### config.mk
export PLATFORM = sky130hd
export DESIGN_NAME = msl_top
export DESIGN_NICKNAME = d
export VERILOG_FILES = /design/src/design/msl_pkg.sv /design/src/design/msl_sync_ctrl.sv /design/src/design/msl_top.sv
export VERILOG_INCLUDE_DIRS = /design/src /design/src/design
export SDC_FILE = /design/constraint.sdc
export NUM_CORES = 1
export LEC_CHECK = 0
export ABC_CLOCK_PERIOD_IN_PS = 2100
export BUFFER_PORTS_ARGS = -buffer_cell sky130_fd_sc_hd__buf_2
export CAP_MARGIN = 20
export CORE_MARGIN = 2
export CORE_UTILIZATION = 53
export CTS_CLUSTER_SIZE = 30
export DETAILED_ROUTE_END_ITERATION = 10
export HOLD_SLACK_MARGIN = 0.08
export MAX_ROUTING_LAYER = met4
export PLACE_DENSITY = 0.75
export SYNTH_ARGS = -nofsm -noshare
export SYNTH_HDL_FRONTEND = slang
export SYNTH_SLANG_ARGS = --single-unit
export TNS_END_PERCENT = 5
### constraint.sdc
create_clock -name mclk_i -period 2.1 [get_ports mclk_i]
set_input_delay 0.525 -clock mclk_i [delete_from_list [all_inputs] [get_ports mclk_i]]
set_output_delay 0.525 -clock mclk_i [all_outputs]
set_load 0.02 [all_outputs]
### src/design/msl_cfg.svh
// Purpose: constants of the mode, sync and lock-pin control block
// Assumes: 32-bit serial frames, address in the low five bits
// Notes: field positions, mode, pin and sync source codes and the sync enable reset value live here
//
// How it works
// - five-bit mode field selects dual loop, single loop or distribution; others reserved.
// - single-loop modes run only loop two, loop one off, oscillator is reference.
// - distribution routes reference two to the groups, oscillator to buffer and groups 3-4.
// - synchronization works only while the enable bit is set; it resets set.
// - enable bit rising from 0 to 1 raises a sync event; masked groups ignore it.
// - one mask bit per group, bits 20..25; set means the group keeps running.
// - while sync is asserted every unmasked group is held low.
// - a new digital delay takes effect only through a sync, never when masked.
// - setting a mask bit leaves already synchronized groups undisturbed.
// - sync pin output source is low or readback; type 3 plain, 4 inverted.
// - qualification times sync on/off with the feedback-selected output; keeps group 2 divider.
// - sync pin input is active high with polarity 0, active low with 1.
// - writing the polarity bit alone asserts and releases sync.
// - auto bit set makes any write to registers 0..5 raise a sync.
// - an automatic sync lines up with the falling edge of latch enable.
// - three-bit sync pin kind: inputs, pulls, push-pull, inverted, open source, open drain.
// - sync pin as output forces internal sync input to 0.
// - crystal amplifier runs only while its enable bit is set.
// - five-bit lock pin source: lock detects, holdover, converter flags, divider monitors.
// - lock pin drives source plain for kind 3, inverted for kind 4.
// - zero-delay loop modes give outputs fixed phase to the reference.
// - feedback selector codes 0..5 pick groups, 6 the external feedback input.
`ifndef MSL_CFG_SVH
`define MSL_CFG_SVH

// ---------------------------------------------------------------
// addresses
// ---------------------------------------------------------------
`define MSL_ADDR_MODE_SYNC 5'h0B
`define MSL_ADDR_LOCK_PIN 5'h0C
`define MSL_ADDR_DIV_LAST 5'h05

// ---------------------------------------------------------------
// field positions
// ---------------------------------------------------------------
`define MSL_MODE_HI 31
`define MSL_MODE_LO 27
`define MSL_EN_BIT 26
`define MSL_MASK_HI 25
`define MSL_MASK_LO 20
`define MSL_SRC_HI 19
`define MSL_SRC_LO 18
`define MSL_QUAL_BIT 17
`define MSL_POL_BIT 16
`define MSL_AUTO_BIT 15
`define MSL_STYPE_HI 14
`define MSL_STYPE_LO 12
`define MSL_XTAL_BIT 5
`define MSL_LDSRC_HI 31
`define MSL_LDSRC_LO 27
`define MSL_LDTYPE_HI 26
`define MSL_LDTYPE_LO 24

// ---------------------------------------------------------------
// reset values
// ---------------------------------------------------------------
`define MSL_RST_SYNC_EN 1'b1
`define MSL_RST_ZERO5 5'h00
`define MSL_RST_ZERO3 3'h0

// ---------------------------------------------------------------
// codes
// ---------------------------------------------------------------
`define MSL_MODE_DUAL_INT 5'h00
`define MSL_MODE_DUAL_INT_ZD 5'h02
`define MSL_MODE_DUAL_EXT 5'h03
`define MSL_MODE_DUAL_EXT_ZD 5'h05
`define MSL_MODE_SGL_INT 5'h06
`define MSL_MODE_SGL_INT_ZD 5'h08
`define MSL_MODE_SGL_EXT 5'h0B
`define MSL_MODE_DISTRIB 5'h10
`define MSL_PIN_IN_PU 3'h1
`define MSL_PIN_IN_PD 3'h2
`define MSL_PIN_OUT 3'h3
`define MSL_PIN_OUT_INV 3'h4
`define MSL_PIN_OPEN_SRC 3'h5
`define MSL_PIN_OPEN_DRN 3'h6
`define MSL_SSRC_LOW 2'h0
`define MSL_SSRC_READBACK 2'h3
`define MSL_LD_DIV_FIRST 5'h0B
`define MSL_LD_DIV_LAST 5'h12
`define MSL_LD_READBACK 5'h07
`define MSL_FB_EXT 3'h6

// ---------------------------------------------------------------
// timing
// ---------------------------------------------------------------
`define MSL_EVENT_CYCLES 4'h4

`endif

### src/design/msl_pkg.sv
// Purpose: types shared by the mode, sync and lock-pin control block
// Assumes: field widths as in the register map
// Notes: constants sit in msl_cfg.svh
package msl_pkg;

	// mode and sync register fields
	typedef struct packed {
		logic [4:0] mode;
		logic sync_en;
		logic [5:0] mask;
		logic [1:0] sync_src;
		logic qual;
		logic pol;
		logic auto_sync;
		logic [2:0] sync_type;
		logic xtal;
	} msl_r11_t;

	// lock pin register fields
	typedef struct packed {
		logic [4:0] ld_src;
		logic [2:0] lock_pin_io_kind;
	} msl_r12_t;

	// status sources for the lock pin
	typedef struct packed {
		logic loop1_lock;
		logic loop2_lock;
		logic holdover;
		logic dac_locked;
		logic dac_rail;
		logic dac_low;
		logic dac_high;
		logic [7:0] div_mon;
	} msl_stat_t;

	// decoded operating mode
	typedef struct packed {
		logic valid;
		logic loop1_on;
		logic loop2_on;
		logic ext_osc;
		logic zero_delay;
		logic osc_ref_loop2;
		logic ref2_to_groups;
		logic osc_to_buffer;
		logic osc_to_groups34;
	} msl_mode_dec_t;

	// command from register side to sync control
	typedef struct packed {
		logic en;
		logic req;
		logic ev;
		logic qual;
		logic [5:0] mask;
	} msl_sync_cmd_t;

endpackage : msl_pkg

### src/design/msl_sync_ctrl.sv
// Purpose: sync event timing, group hold-low and delay apply
// Assumes: qual_tick_i is a one-cycle pulse in the mclk_i domain
// Notes: event pulse length is a fixed count of system cycles
`timescale 1ns/1ps
`default_nettype none
`include "msl_cfg.svh"

module msl_sync_ctrl (
	// clock and reset
	input wire logic mclk_i,
	input wire logic nrst_i,
	// command
	input wire msl_pkg::msl_sync_cmd_t cmd_i,
	input wire logic qual_tick_i,
	// group controls
	output logic sync_active_o,
	output logic [5:0] hold_low_o,
	output logic [5:0] delay_apply_o
);
	import msl_pkg::*;

	logic [3:0] ev_cnt_ff;
	logic active_ff;
	logic [5:0] mask_cap_ff;
	logic [5:0] hold_ff;
	logic [5:0] apply_ff;
	logic asserted;
	logic nxt_active;

	// ---------------------------------------------------------------
	// event stretch and qualification
	// ---------------------------------------------------------------
	// an event holds sync for a few cycles so groups see a clean low
	always_ff @(posedge mclk_i or negedge nrst_i) begin
		if (!nrst_i) begin
			ev_cnt_ff <= 4'h0;
		end else if (cmd_i.ev) begin
			ev_cnt_ff <= `MSL_EVENT_CYCLES;
		end else if (ev_cnt_ff != 4'h0) begin
			ev_cnt_ff <= ev_cnt_ff - 4'h1;
		end
	end

	assign asserted = cmd_i.en && (cmd_i.req || ev_cnt_ff != 4'h0);
	// qualified sync only moves on the selected output's edge; clearing enable drops it at once
	assign nxt_active = !cmd_i.en ? 1'b0
		: (!cmd_i.qual || qual_tick_i) ? asserted : active_ff;

	// state, mask capture and group controls
	always_ff @(posedge mclk_i or negedge nrst_i) begin
		if (!nrst_i) begin
			active_ff <= 1'b0;
			mask_cap_ff <= 6'h00;
			hold_ff <= 6'h00;
			apply_ff <= 6'h00;
		end else begin
			active_ff <= nxt_active;
			apply_ff <= 6'h00;
			if (nxt_active && !active_ff) begin
				mask_cap_ff <= cmd_i.mask;
				hold_ff <= ~cmd_i.mask;
			end else if (!nxt_active) begin
				hold_ff <= 6'h00;
			end
			if (!nxt_active && active_ff) begin
				apply_ff <= ~mask_cap_ff;
			end
		end
	end

	assign sync_active_o = active_ff;
	assign hold_low_o = hold_ff;
	assign delay_apply_o = apply_ff;

	// ---------------------------------------------------------------
	// checks
	// ---------------------------------------------------------------
	property p_disabled_idle;
		@(posedge mclk_i) disable iff (!nrst_i)
		!cmd_i.en |=> !active_ff;
	endproperty
	a_disabled_idle: assert property (p_disabled_idle) else $error("sync active while disabled");

	property p_req_holds;
		@(posedge mclk_i) disable iff (!nrst_i)
		(cmd_i.en && cmd_i.req && !cmd_i.qual) |=> (active_ff && hold_ff == ~mask_cap_ff);
	endproperty
	a_req_holds: assert property (p_req_holds) else $error("unmasked groups not held low");

	property p_mask_spares;
		@(posedge mclk_i) disable iff (!nrst_i)
		$rose(active_ff) |-> hold_ff == ~$past(cmd_i.mask);
	endproperty
	a_mask_spares: assert property (p_mask_spares) else $error("masked group was held");

	property p_apply_once;
		@(posedge mclk_i) disable iff (!nrst_i)
		$fell(active_ff) |-> (apply_ff == ~$past(mask_cap_ff)) ##1 (apply_ff == 6'h00);
	endproperty
	a_apply_once: assert property (p_apply_once) else $error("delay apply wrong");

	property p_qual_wait;
		@(posedge mclk_i) disable iff (!nrst_i)
		(cmd_i.en && cmd_i.qual && !qual_tick_i) |=> $stable(active_ff);
	endproperty
	a_qual_wait: assert property (p_qual_wait) else $error("qualified sync moved off edge");

	property p_event_len;
		@(posedge mclk_i) disable iff (!nrst_i)
		(cmd_i.ev && cmd_i.en && !cmd_i.qual) ##1 cmd_i.en [*4] |-> active_ff;
	endproperty
	a_event_len: assert property (p_event_len) else $error("event too short");

endmodule : msl_sync_ctrl
`default_nettype wire

### src/design/msl_top.sv
// Purpose: mode, sync and lock-pin control with its serial register port
// Assumes: serial clock, data and latch enable come from another domain
// Notes: frames are 32 bits MSB first, the low five bits are the address
`timescale 1ns/1ps
`default_nettype none
`include "msl_cfg.svh"

module msl_top (
	// clock and reset
	input wire logic mclk_i,
	input wire logic nrst_i,
	// three-wire serial port
	input wire logic ser_clk_i,
	input wire logic ser_data_i,
	input wire logic serial_latch_enable_i,
	// sync pin
	input wire logic sync_pin_i,
	output logic sync_pin_o,
	output logic sync_pin_oe_n_o,
	output logic sync_pull_up_o,
	output logic sync_pull_down_o,
	// lock pin
	output logic lock_status_pin_o,
	output logic lock_status_pin_oe_n_o,
	// status sources
	input wire msl_pkg::msl_stat_t stat_i,
	// qualifying clocks, one-cycle edge pulses
	input wire logic [2:0] fb_sel_i,
	input wire logic [5:0] group_edge_i,
	input wire logic ext_fb_edge_i,
	// controls to the clock path
	output msl_pkg::msl_mode_dec_t mode_o,
	output logic sync_power_o,
	output logic sync_active_o,
	output logic [5:0] group_hold_low_o,
	output logic [5:0] delay_apply_o,
	output logic group2_divider_keep_on_o,
	output logic crystal_amplifier_enable_o
);
	import msl_pkg::*;

	// ---------------------------------------------------------------
	// pin synchronisers
	// ---------------------------------------------------------------
	localparam int PW = 19;
	logic [PW-1:0] pin_meta_ff;
	logic [PW-1:0] pin_sync_ff;
	logic [PW-1:0] pin_prev_ff;
	logic sclk_rise;
	logic sclk_fall;
	logic le_rise;
	logic le_fall;
	msl_stat_t stat_s;

	// two stages before any logic looks at a pin
	always_ff @(posedge mclk_i or negedge nrst_i) begin
		if (!nrst_i) begin
			pin_meta_ff <= '0;
			pin_sync_ff <= '0;
			pin_prev_ff <= '0;
		end else begin
			pin_meta_ff <= {stat_i, sync_pin_i, serial_latch_enable_i, ser_data_i, ser_clk_i};
			pin_sync_ff <= pin_meta_ff;
			pin_prev_ff <= pin_sync_ff;
		end
	end

	assign sclk_rise = pin_sync_ff[0] && !pin_prev_ff[0];
	assign sclk_fall = !pin_sync_ff[0] && pin_prev_ff[0];
	assign le_rise = pin_sync_ff[2] && !pin_prev_ff[2];
	assign le_fall = !pin_sync_ff[2] && pin_prev_ff[2];
	assign stat_s = pin_sync_ff[PW-1:4];

	// ---------------------------------------------------------------
	// serial shift and register file
	// ---------------------------------------------------------------
	logic [31:0] shift_ff;
	logic [31:0] rb_ff;
	logic [4:0] last_addr_ff;
	logic div_pend_ff;
	msl_r11_t r11_ff;
	msl_r12_t r12_ff;
	logic en_prev_ff;
	logic ev_ff;

	// data is taken on serial clock rising edges while latch enable is low
	always_ff @(posedge mclk_i or negedge nrst_i) begin
		if (!nrst_i) begin
			shift_ff <= 32'h0000_0000;
		end else if (sclk_rise && !pin_sync_ff[2]) begin
			shift_ff <= {shift_ff[30:0], pin_sync_ff[1]};
		end
	end

	// latch enable rising commits the frame
	always_ff @(posedge mclk_i or negedge nrst_i) begin
		if (!nrst_i) begin
			r11_ff <= '0;
			r11_ff.sync_en <= `MSL_RST_SYNC_EN;
			r12_ff <= '0;
			last_addr_ff <= 5'h00;
		end else if (le_rise) begin
			last_addr_ff <= shift_ff[4:0];
			if (shift_ff[4:0] == `MSL_ADDR_MODE_SYNC) begin
				r11_ff.mode <= shift_ff[`MSL_MODE_HI:`MSL_MODE_LO];
				r11_ff.sync_en <= shift_ff[`MSL_EN_BIT];
				r11_ff.mask <= shift_ff[`MSL_MASK_HI:`MSL_MASK_LO];
				r11_ff.sync_src <= shift_ff[`MSL_SRC_HI:`MSL_SRC_LO];
				r11_ff.qual <= shift_ff[`MSL_QUAL_BIT];
				r11_ff.pol <= shift_ff[`MSL_POL_BIT];
				r11_ff.auto_sync <= shift_ff[`MSL_AUTO_BIT];
				r11_ff.sync_type <= shift_ff[`MSL_STYPE_HI:`MSL_STYPE_LO];
				r11_ff.xtal <= shift_ff[`MSL_XTAL_BIT];
			end
			if (shift_ff[4:0] == `MSL_ADDR_LOCK_PIN) begin
				r12_ff.ld_src <= shift_ff[`MSL_LDSRC_HI:`MSL_LDSRC_LO];
				r12_ff.lock_pin_io_kind <= shift_ff[`MSL_LDTYPE_HI:`MSL_LDTYPE_LO];
			end
		end
	end

	// a divider/delay write waits for latch enable falling to fire its sync
	always_ff @(posedge mclk_i or negedge nrst_i) begin
		if (!nrst_i) begin
			div_pend_ff <= 1'b0;
		end else if (le_rise) begin
			div_pend_ff <= (shift_ff[4:0] <= `MSL_ADDR_DIV_LAST);
		end else if (le_fall) begin
			div_pend_ff <= 1'b0;
		end
	end

	// events: enable rising, or an automatic sync on latch enable falling
	always_ff @(posedge mclk_i or negedge nrst_i) begin
		if (!nrst_i) begin
			en_prev_ff <= `MSL_RST_SYNC_EN;
			ev_ff <= 1'b0;
		end else begin
			en_prev_ff <= r11_ff.sync_en;
			ev_ff <= (r11_ff.sync_en && !en_prev_ff)
				|| (le_fall && div_pend_ff && r11_ff.auto_sync);
		end
	end

	// readback image of the last addressed register, shifted out MSB first
	always_ff @(posedge mclk_i or negedge nrst_i) begin
		if (!nrst_i) begin
			rb_ff <= 32'h0000_0000;
		end else if (le_fall) begin
			rb_ff <= 32'h0000_0000;
			if (last_addr_ff == `MSL_ADDR_MODE_SYNC) begin
				rb_ff <= {r11_ff.mode, r11_ff.sync_en, r11_ff.mask, r11_ff.sync_src,
					r11_ff.qual, r11_ff.pol, r11_ff.auto_sync, r11_ff.sync_type,
					6'h00, r11_ff.xtal, 5'h00};
			end else if (last_addr_ff == `MSL_ADDR_LOCK_PIN) begin
				rb_ff <= {r12_ff.ld_src, r12_ff.lock_pin_io_kind, 24'h00_0000};
			end
		end else if (sclk_fall) begin
			rb_ff <= {rb_ff[30:0], 1'b0};
		end
	end

	// ---------------------------------------------------------------
	// pin drive helper
	// ---------------------------------------------------------------
	// returns {level, enable_n}; open kinds release the pin on one level
	function automatic logic [1:0] pin_drive(input logic [2:0] kind, input logic src);
		logic [1:0] r;
		r = 2'b01;
		unique case (kind)
			`MSL_PIN_OUT: r = {src, 1'b0};
			`MSL_PIN_OUT_INV: r = {~src, 1'b0};
			`MSL_PIN_OPEN_SRC: r = {1'b1, ~src};
			`MSL_PIN_OPEN_DRN: r = {1'b0, src};
			default: r = 2'b01;
		endcase
		return r;
	endfunction : pin_drive

	// ---------------------------------------------------------------
	// sync pin and sync request
	// ---------------------------------------------------------------
	logic sync_is_out;
	logic sync_src_bit;
	logic [1:0] sync_drv;
	logic sync_req_ff;
	logic [5:0] out_hold;
	logic [5:0] out_apply;
	logic out_active;
	logic qual_tick;
	msl_sync_cmd_t cmd;

	assign sync_is_out = r11_ff.sync_type >= `MSL_PIN_OUT && r11_ff.sync_type <= `MSL_PIN_OPEN_DRN;
	// reserved source codes read as low
	assign sync_src_bit = (r11_ff.sync_src == `MSL_SSRC_READBACK) ? rb_ff[31] : 1'b0;
	assign sync_drv = pin_drive(r11_ff.sync_type, sync_src_bit);

	// output kinds force the pin term to 0 so only polarity remains
	always_ff @(posedge mclk_i or negedge nrst_i) begin
		if (!nrst_i) begin
			sync_req_ff <= 1'b0;
		end else begin
			sync_req_ff <= (sync_is_out ? 1'b0 : pin_sync_ff[3]) ^ r11_ff.pol;
		end
	end

	// pick the qualifying edge; code 7 gives none
	always_comb begin
		qual_tick = 1'b0;
		if (fb_sel_i < `MSL_FB_EXT) begin
			qual_tick = group_edge_i[fb_sel_i];
		end else if (fb_sel_i == `MSL_FB_EXT) begin
			qual_tick = ext_fb_edge_i;
		end
	end

	assign cmd = '{en: r11_ff.sync_en, req: sync_req_ff, ev: ev_ff, qual: r11_ff.qual,
		mask: r11_ff.mask};

	msl_sync_ctrl u_sync (
		.mclk_i(mclk_i),
		.nrst_i(nrst_i),
		.cmd_i(cmd),
		.qual_tick_i(qual_tick),
		.sync_active_o(out_active),
		.hold_low_o(out_hold),
		.delay_apply_o(out_apply)
	);

	assign sync_active_o = out_active;
	assign group_hold_low_o = out_hold;
	assign delay_apply_o = out_apply;

	// ---------------------------------------------------------------
	// lock pin source
	// ---------------------------------------------------------------
	logic ld_src_bit;

	always_comb begin
		ld_src_bit = 1'b0;
		unique case (r12_ff.ld_src)
			5'h01: ld_src_bit = stat_s.loop1_lock;
			5'h02: ld_src_bit = stat_s.loop2_lock;
			5'h03: ld_src_bit = stat_s.loop1_lock && stat_s.loop2_lock;
			5'h04: ld_src_bit = stat_s.holdover;
			5'h05: ld_src_bit = stat_s.dac_locked;
			`MSL_LD_READBACK: ld_src_bit = rb_ff[31];
			5'h08: ld_src_bit = stat_s.dac_rail;
			5'h09: ld_src_bit = stat_s.dac_low;
			5'h0A: ld_src_bit = stat_s.dac_high;
			default: begin
				if (r12_ff.ld_src >= `MSL_LD_DIV_FIRST && r12_ff.ld_src <= `MSL_LD_DIV_LAST) begin
					ld_src_bit = stat_s.div_mon[3'(r12_ff.ld_src - `MSL_LD_DIV_FIRST)];
				end
			end
		endcase
	end

	// ---------------------------------------------------------------
	// registered outputs
	// ---------------------------------------------------------------
	msl_mode_dec_t nxt_mode;

	// reserved modes give an invalid decode with everything off
	always_comb begin
		nxt_mode = '0;
		unique case (r11_ff.mode)
			`MSL_MODE_DUAL_INT, `MSL_MODE_DUAL_INT_ZD, `MSL_MODE_DUAL_EXT,
			`MSL_MODE_DUAL_EXT_ZD: begin
				nxt_mode.loop1_on = 1'b1;
				nxt_mode.loop2_on = 1'b1;
			end
			`MSL_MODE_SGL_INT, `MSL_MODE_SGL_INT_ZD, `MSL_MODE_SGL_EXT: begin
				nxt_mode.loop2_on = 1'b1;
				nxt_mode.osc_ref_loop2 = 1'b1;
			end
			`MSL_MODE_DISTRIB: begin
				nxt_mode.ref2_to_groups = 1'b1;
				nxt_mode.osc_to_buffer = 1'b1;
				nxt_mode.osc_to_groups34 = 1'b1;
			end
			default: nxt_mode.valid = 1'b0;
		endcase
		nxt_mode.valid = nxt_mode.loop2_on || nxt_mode.osc_to_buffer;
		nxt_mode.ext_osc = r11_ff.mode == `MSL_MODE_DUAL_EXT || r11_ff.mode == `MSL_MODE_DUAL_EXT_ZD
			|| r11_ff.mode == `MSL_MODE_SGL_EXT;
		nxt_mode.zero_delay = r11_ff.mode == `MSL_MODE_DUAL_INT_ZD
			|| r11_ff.mode == `MSL_MODE_DUAL_EXT_ZD || r11_ff.mode == `MSL_MODE_SGL_INT_ZD;
	end

	always_ff @(posedge mclk_i or negedge nrst_i) begin
		if (!nrst_i) begin
			mode_o <= '0;
			sync_power_o <= 1'b0;
			group2_divider_keep_on_o <= 1'b0;
			crystal_amplifier_enable_o <= 1'b0;
			{sync_pin_o, sync_pin_oe_n_o} <= 2'b01;
			sync_pull_up_o <= 1'b0;
			sync_pull_down_o <= 1'b0;
			{lock_status_pin_o, lock_status_pin_oe_n_o} <= 2'b01;
		end else begin
			mode_o <= nxt_mode;
			sync_power_o <= r11_ff.sync_en;
			group2_divider_keep_on_o <= r11_ff.qual;
			crystal_amplifier_enable_o <= r11_ff.xtal;
			{sync_pin_o, sync_pin_oe_n_o} <= sync_drv;
			sync_pull_up_o <= r11_ff.sync_type == `MSL_PIN_IN_PU;
			sync_pull_down_o <= r11_ff.sync_type == `MSL_PIN_IN_PD;
			{lock_status_pin_o, lock_status_pin_oe_n_o} <= pin_drive(r12_ff.lock_pin_io_kind, ld_src_bit);
		end
	end

	// ---------------------------------------------------------------
	// checks
	// ---------------------------------------------------------------
	property p_ld_inverted_low;
		@(posedge mclk_i) disable iff (!nrst_i)
		(r12_ff.ld_src == 5'h00 && r12_ff.lock_pin_io_kind == `MSL_PIN_OUT_INV)
			|=> (lock_status_pin_o && !lock_status_pin_oe_n_o);
	endproperty
	a_ld_inverted_low: assert property (p_ld_inverted_low) else $error("lock pin not high");

	property p_out_forces_pin;
		@(posedge mclk_i) disable iff (!nrst_i)
		(sync_is_out && !r11_ff.pol) |=> !sync_req_ff;
	endproperty
	a_out_forces_pin: assert property (p_out_forces_pin) else $error("sync input not forced");

	property p_single_loop;
		@(posedge mclk_i) disable iff (!nrst_i)
		(r11_ff.mode == `MSL_MODE_SGL_INT) |=> (!mode_o.loop1_on && mode_o.loop2_on
			&& mode_o.osc_ref_loop2);
	endproperty
	a_single_loop: assert property (p_single_loop) else $error("single loop decode wrong");

	property p_distrib;
		@(posedge mclk_i) disable iff (!nrst_i)
		(r11_ff.mode == `MSL_MODE_DISTRIB) |=> (mode_o.ref2_to_groups && mode_o.osc_to_buffer
			&& !mode_o.loop2_on);
	endproperty
	a_distrib: assert property (p_distrib) else $error("distribution decode wrong");

	property p_auto_on_fall;
		@(posedge mclk_i) disable iff (!nrst_i)
		(le_fall && div_pend_ff && r11_ff.auto_sync) |=> ev_ff;
	endproperty
	a_auto_on_fall: assert property (p_auto_on_fall) else $error("auto sync missed");

	property p_en_rise_event;
		@(posedge mclk_i) disable iff (!nrst_i)
		$rose(r11_ff.sync_en) |=> ev_ff;
	endproperty
	a_en_rise_event: assert property (p_en_rise_event) else $error("enable rise without event");

endmodule : msl_top
`default_nettype wire

; ---- After elaboration in Yosys (flattened, before gate mapping)
; Cells that the tools add are included.
[word_totals]
regBits = 184
inputBits = 31
output_inout_bits = 31
wordCells = 161
[op_classes]
n_addsub = 2
n_lt_le_gt_ge = 8
eq_ne = 33
mux = 29
n_bitwise = 5
n_reduce_logical = 40
[ops]
columns = cell, count
row1 = 32-bit two-way mux, 4
row2 = "5-bit by 4-bit == test with 1-bit output, second input constant", 9
row3 = "5-bit by 3-bit == test with 1-bit output, second input constant", 5
row4 = "3-bit == test, second input constant", 7
row5 = "5-bit by 2-bit == test with 1-bit output, second input constant", 4
row6 = 6-bit two-way mux, 3
row7 = 2-bit case mux with 4 select lines, 2
row8 = 1-bit logical AND, 14
row9 = 1-bit two-way mux, 14
row10 = 6-bit NOT, 2
row11 = "3-bit by 2-bit == test with 1-bit output, second input constant", 3
row12 = 1-bit case mux with 9 select lines, 1
row13 = 1-bit logical NOT, 8
row14 = 1-bit logical OR, 8
row15 = "3-bit by 4-bit less-than comparator with 1-bit output, second input constant", 2
row16 = 4-bit two-way mux, 2
row17 = 7-bit OR reduction, 1
row18 = 1-bit binary-select mux with 3-bit select, 2
row19 = 2-bit nonzero test, 3
row20 = "5-bit by 1-bit == test with 1-bit output, second input constant", 1
row21 = "5-bit == test, second input constant", 1
row22 = "5-bit by 4-bit greater-or-equal comparator with 1-bit output, second input constant", 1
row23 = "5-bit by 3-bit <= comparator with 1-bit output, second input constant", 1
row24 = "5-bit <= comparator, second input constant", 1
row25 = other kinds (16), 18

; ---- Depth between registers and ports, before layout
[logic_depth]
depth_word = 9
ltp_mapped = 8
ltp_nobuf = 7

; ---- Cells and area by module
; Synthesis repeated with hierarchy kept, for this count alone.
[unflattened]
hier_cells = 528
hier_area_um2 = 6956.7
[by_module_without_submodules]
columns = module, n_inst, cells_per_inst, area_each_um2
row1 = msl_top, 1, 448, 5995.8
row2 = msl_sync_ctrl, 1, 80, 960.9

; ---- Worst setup path before layout
; OpenSTA, ideal clock, no wires.
[synth_path]
kind = register to register
start = reg pin_prev_ff[2]
end = reg r11_ff (netlist bit cmd[0])
arrival_time_ns = 1.912
required_time_ns = 1.975
slack_ns = 0.064
stages_incl_launch_ff = 8
n_path_buf = 1
period_less_slack_ns = 2.036
cell_sequence = dfrtp_1 > inv_1 > ha_1 > nor2b_1 > nand2_1 > nor3_1 > buf_4 > mux2_2
[synth_via]
elab_chain_len = 3
[synth_lines]
columns = item, line
row1 = start: declaration, msl_top.sv:48  ; logic [PW-1:0] pin_prev_ff;
row2 = start signal: assignment, msl_top.sv:64  ; pin_prev_ff <= pin_sync_ff;
row3 = 1-bit logical NOT, msl_top.sv:70  ; assign le_rise = pin_sync_ff[2] && !pin_prev_ff[2];
row4 = 1-bit logical AND, msl_top.sv:70
row5 = via le_rise, msl_top.sv:51  ; logic le_rise;
row6 = 2-bit AND reduction (no source line), n/a
row7 = end: declaration, msl_top.sv:81  ; msl_r11_t r11_ff;
; The timed path passes the listed nets, and every way through them passes these cells.
; A chain may end at the register's enable or synchronous reset.

; ---- Worst setup path after layout
[layout_path]
start = reg r12_ff[3] (netlist name)
end = reg lock_status_pin_oe_n_o
[layout_via]
elab_chain_len = 7
elab_cells_between_ends = 19
[layout_lines]
columns = item, line
row1 = start: declaration, msl_top.sv:82  ; msl_r12_t r12_ff;
row2 = 3-bit by 2-bit subtractor with 3-bit output (no source line), n/a
row3 = 1-bit binary-select mux with 3-bit select, msl_top.sv:253  ; ld_src_bit = stat_s.div_mon[3'(r12_ff.ld_src - `MSL_LD_DIV_FIRST)];
row4 = 1-bit two-way mux, msl_top.sv:253
row5 = 1-bit two-way mux, msl_top.sv:252  ; if (r12_ff.ld_src >= `MSL_LD_DIV_FIRST && r12_ff.ld_src <= `MSL_LD_DIV_LAST) begin
row6 = 1-bit case mux with 9 select lines (*), msl_top.sv:241  ; unique case (r12_ff.ld_src)
row7 = 1-bit NOT, msl_top.sv:173  ; `MSL_PIN_OPEN_SRC: r = {1'b1, ~src};
row8 = 2-bit case mux with 4 select lines (*), msl_top.sv:170  ; unique case (kind)
row9 = end signal: assignment, msl_top.sv:309  ; {lock_status_pin_o, lock_status_pin_oe_n_o} <= pin_drive(r12_ff.lock_pin_io_kind, ld_src_bit);
row10 = end: declaration, msl_top.sv:24  ; output logic lock_status_pin_oe_n_o,
; Mark *: on every way between the ends. The rest lies on a longest branch, timed or not. The select of a mux whose other input is x is not followed.

==> flow_summary.toml <==
[outcome]
status = "finished, final reports clean"

[worst_setup_path]
cp.arrival_ps = 2370
r2r_setup_slack_ps = 80
cp_data_required_time_ps = 2460
start_kind = "flop"
r2r_cells = 7
worst_setup_path_end_kind = "flop"
r2r_end = "lock_status_pin_oe_n_o"
crit_type = "reg2reg"
cp_max_fo = 6
rr_startpoint = "r12_ff[3]"

[yosys]
synth_top_cells_by_count = "dfrtp_1 (172), mux2_2 (67), nand2_1 (42)"
synth_top_flop_cell = "dfrtp_1"
synth_edf_count = 0
synthTopCellsByArea = "dfrtp_1 (63%), mux2_2 (11%), mux2i_1 (2.5%), nand2_1 (2.3%), dfstp_2 (1.5%)"
postSynthNetCount = 545
async_flop_share_pct = 100.0
yosysTopAreaCellShare_pct = 62.99
synth.distinct_cells = 48
synth.most_common_cell = "dfrtp_1"
synth-seq-cells = 176
syn_inst = 506
ys_seq_area_share_pct = 64.53
netlist_area_um2 = 6833
yosysTopAreaCell = "dfrtp_1"
syn_area_per_cell_um2 = 13.50
ys_warn_count = 0

[timing]
fin_ws_ps = 84.55
maxSlewViolCount = 0
hold_viol_final = 0
period_minus_slack_ps = 2015
setup_violations = 0
rsz0062_at_grt = "true"
tns_ps = 0
worst_pin_slew_ps = 613.6
finalCritPeriodShare_pct = 95.97
relSlewSlack_pct = 58.87
max_freq_ghz = 0.4962
skew_ps = 5.954

[clock_network]
clkLatencyLatePin_ps = 430
cts.sinks = 176
cts_tree = "done"
numCtsBuffers = 17
cts_setup_buffers = 0
clk_path_buf_depth = 2
cts_root_buf = "clkbuf_16"
clk_pin_slew_ps = 60
htree_levels = 4

[routing]
vias = 4169
ant_nets = 0
route.detailed.drc = 0
drt-total-wl_mm = 12.01
wire_per_inst_um = 15.56
viasPerCell = 5.400
dr.pass1.iters = 4
drtIter0Drc = 294

[place]
dp.cells = 739
pre_cts_slack_ps = -17.18
gp_congestion = 0.8668
hpwlAfterDp_mm = 8.021
port_buffers = 61

[cells_and_area]
instances_no_fill = 772
area_growth_pct = 19.41
drive_gt1_share_pct = 34.50
diodes = 0
nets = 626

[grt]
grt_pass1_wl_mm = 20.64
grt_use_total_pct = 19.44
overflow = 0
grt_max_degree = 51
antenna_found_initial = 0
grt_pass1_vias = 4171

[power]
pwr_density_cell_nw_per_um2 = 922.6
p_leak_nw = 3.911
ir_drop_uv = 577.9

[floorplan]
dieArea_um2 = 13820
start_util_pct = 54.14
ioPinCount = 62
dieWidth_um = 117.5
core_area_um2 = 12620
fp-row-count = 41
die_y_um = 117.5

[min_path]
worstHoldStart = "stat_i[9]"
min_path_cells = 1
whs_endpoint = "pin_meta_ff[13]"
min-delay-path-class = "in2reg"

[flow_run]
maxCapViolations = 0
==> cell usage in the layout, fill, tap and decap left out, types with 2 or more instances in the layout <==
cell type,netlist,routed
a221oi_1,8,8
bufinv_16,0,4
or3_1,2,2
o211ai_1,2,2
mux4_2,3,3
o2bb2ai_1,6,6
nor2b_1,6,5
a31oi_1,9,9
nand3_1,16,16
nor3b_1,6,4
mux2_4,4,4
clkinvlp_4,0,3
nand2_1,42,42
nor3b_2,0,2
nor2_1,19,19
o22ai_1,2,2
nor3_2,0,2
ha_1,8,8
dfstp_2,4,4
nand3b_1,2,2
a21oi_1,17,16
buf_2,1,60
buf_4,4,20
nor3_1,8,6
inv_1,12,12
o21ai_0,19,18
xnor2_1,4,4
nand2b_1,8,8
clkbuf_16,0,17
dfrtp_1,172,171
clkbuf_8,0,5
mux2_2,67,67
buf_12,0,3
mux2i_1,17,17
clkinv_2,0,2
==> metrics by stage <==
step	power, mW	hold slack, ps	utilization, %	cell area, um^2
after CTS	7.589	181.2	64.53	8143
after detailed placement	4.209	335.5	59.25	7477
after global routing	7.805	181.4	64.65	8159
after global placement	4.182	333.2	59.25	7477
final	7.528	196.2	64.65	8159
after floorplan	3.990	229.4	-	6833
==> worst max path at each step <==
stage,startpoint,endpoint,slack (ps),depth (start not counted)
floorplan,pin_prev_ff[2],cmd[0],60,7
global placement,fb_sel_i[1],u_sync.mask_cap_ff[5],60,6
detailed placement,r12_ff[3],lock_status_pin_o,-20,7
CTS,r12_ff[3],lock_status_pin_oe_n_o,2,7
global route,r12_ff[3],lock_status_pin_oe_n_o,-20,7
finish,r12_ff[3],lock_status_pin_oe_n_o,80,7
==> final cells by class <==
class                           count  area, um^2
Multi-Input combinational cell    295        2306
Fill cell                         941        4461
Tap cell                          172       215.2
Timing Repair Buffer               85       531.8
Clock inverter                      9       152.6
Clock buffer                       23       498.0
Sequential cell                   176        4410
Inverter                           12       45.04
==> kinds of logic (layout without fill, tap and decap cells) <==
family,after synthesis,in the layout,share of synthesized area [%]
xor gates and xnor gates,5,5,0.6409
DFF,176,176,64.53
AOI/OAI and AO/OA,75,75,7.142
adders and majority gates,8,8,1.465
muxes,91,91,15.40
buffers and inverters,35,129,2.271
and+or+nand+nor,116,116,8.552
==> where the power goes <==
part           total [mW]  internal, mW  switching [mW]
combinational       0.436         0.210           0.226
sequential           3.71          3.58           0.133
clock                3.38          2.14            1.24
==> worst max-delay path: stages, from the launching register on <==
cell       delay [ps]
dfrtp_2           420
inv_1             100
ha_1              320
mux4_2            250
nand3b_1          130
o2111ai_2         160
o21a_1            250
o311a_1           300
==> metal layers <==
metal  up-vias  GRT usage [%]  part of all wire [%]
met3        22          4.893                   5.1
met1      2083          25.96                    45
li1       1954              -                     -
met5         -              -                     0
met2       110          28.33                    48
met4         0          8.961                   2.1
==> registers in the layout, indices dropped and copies added, names as in the netlist, 7 cells and up <==
register     flops
rb_ff           27
shift_ff        32
r11_ff          13
r12_ff           8
pin_meta_ff     19
pin_sync_ff     19
mode_o           7
cmd              8
==> timing repair <==
action | in CTS | in global routing
pin swaps | 0 | 1
resized for setup | 1 | 5
hold endpoints to repair | 45 | 0
setup endpoints to repair | 1 | 12
hold buffers | 1 | 0
(Power assumes the default switching activity.)
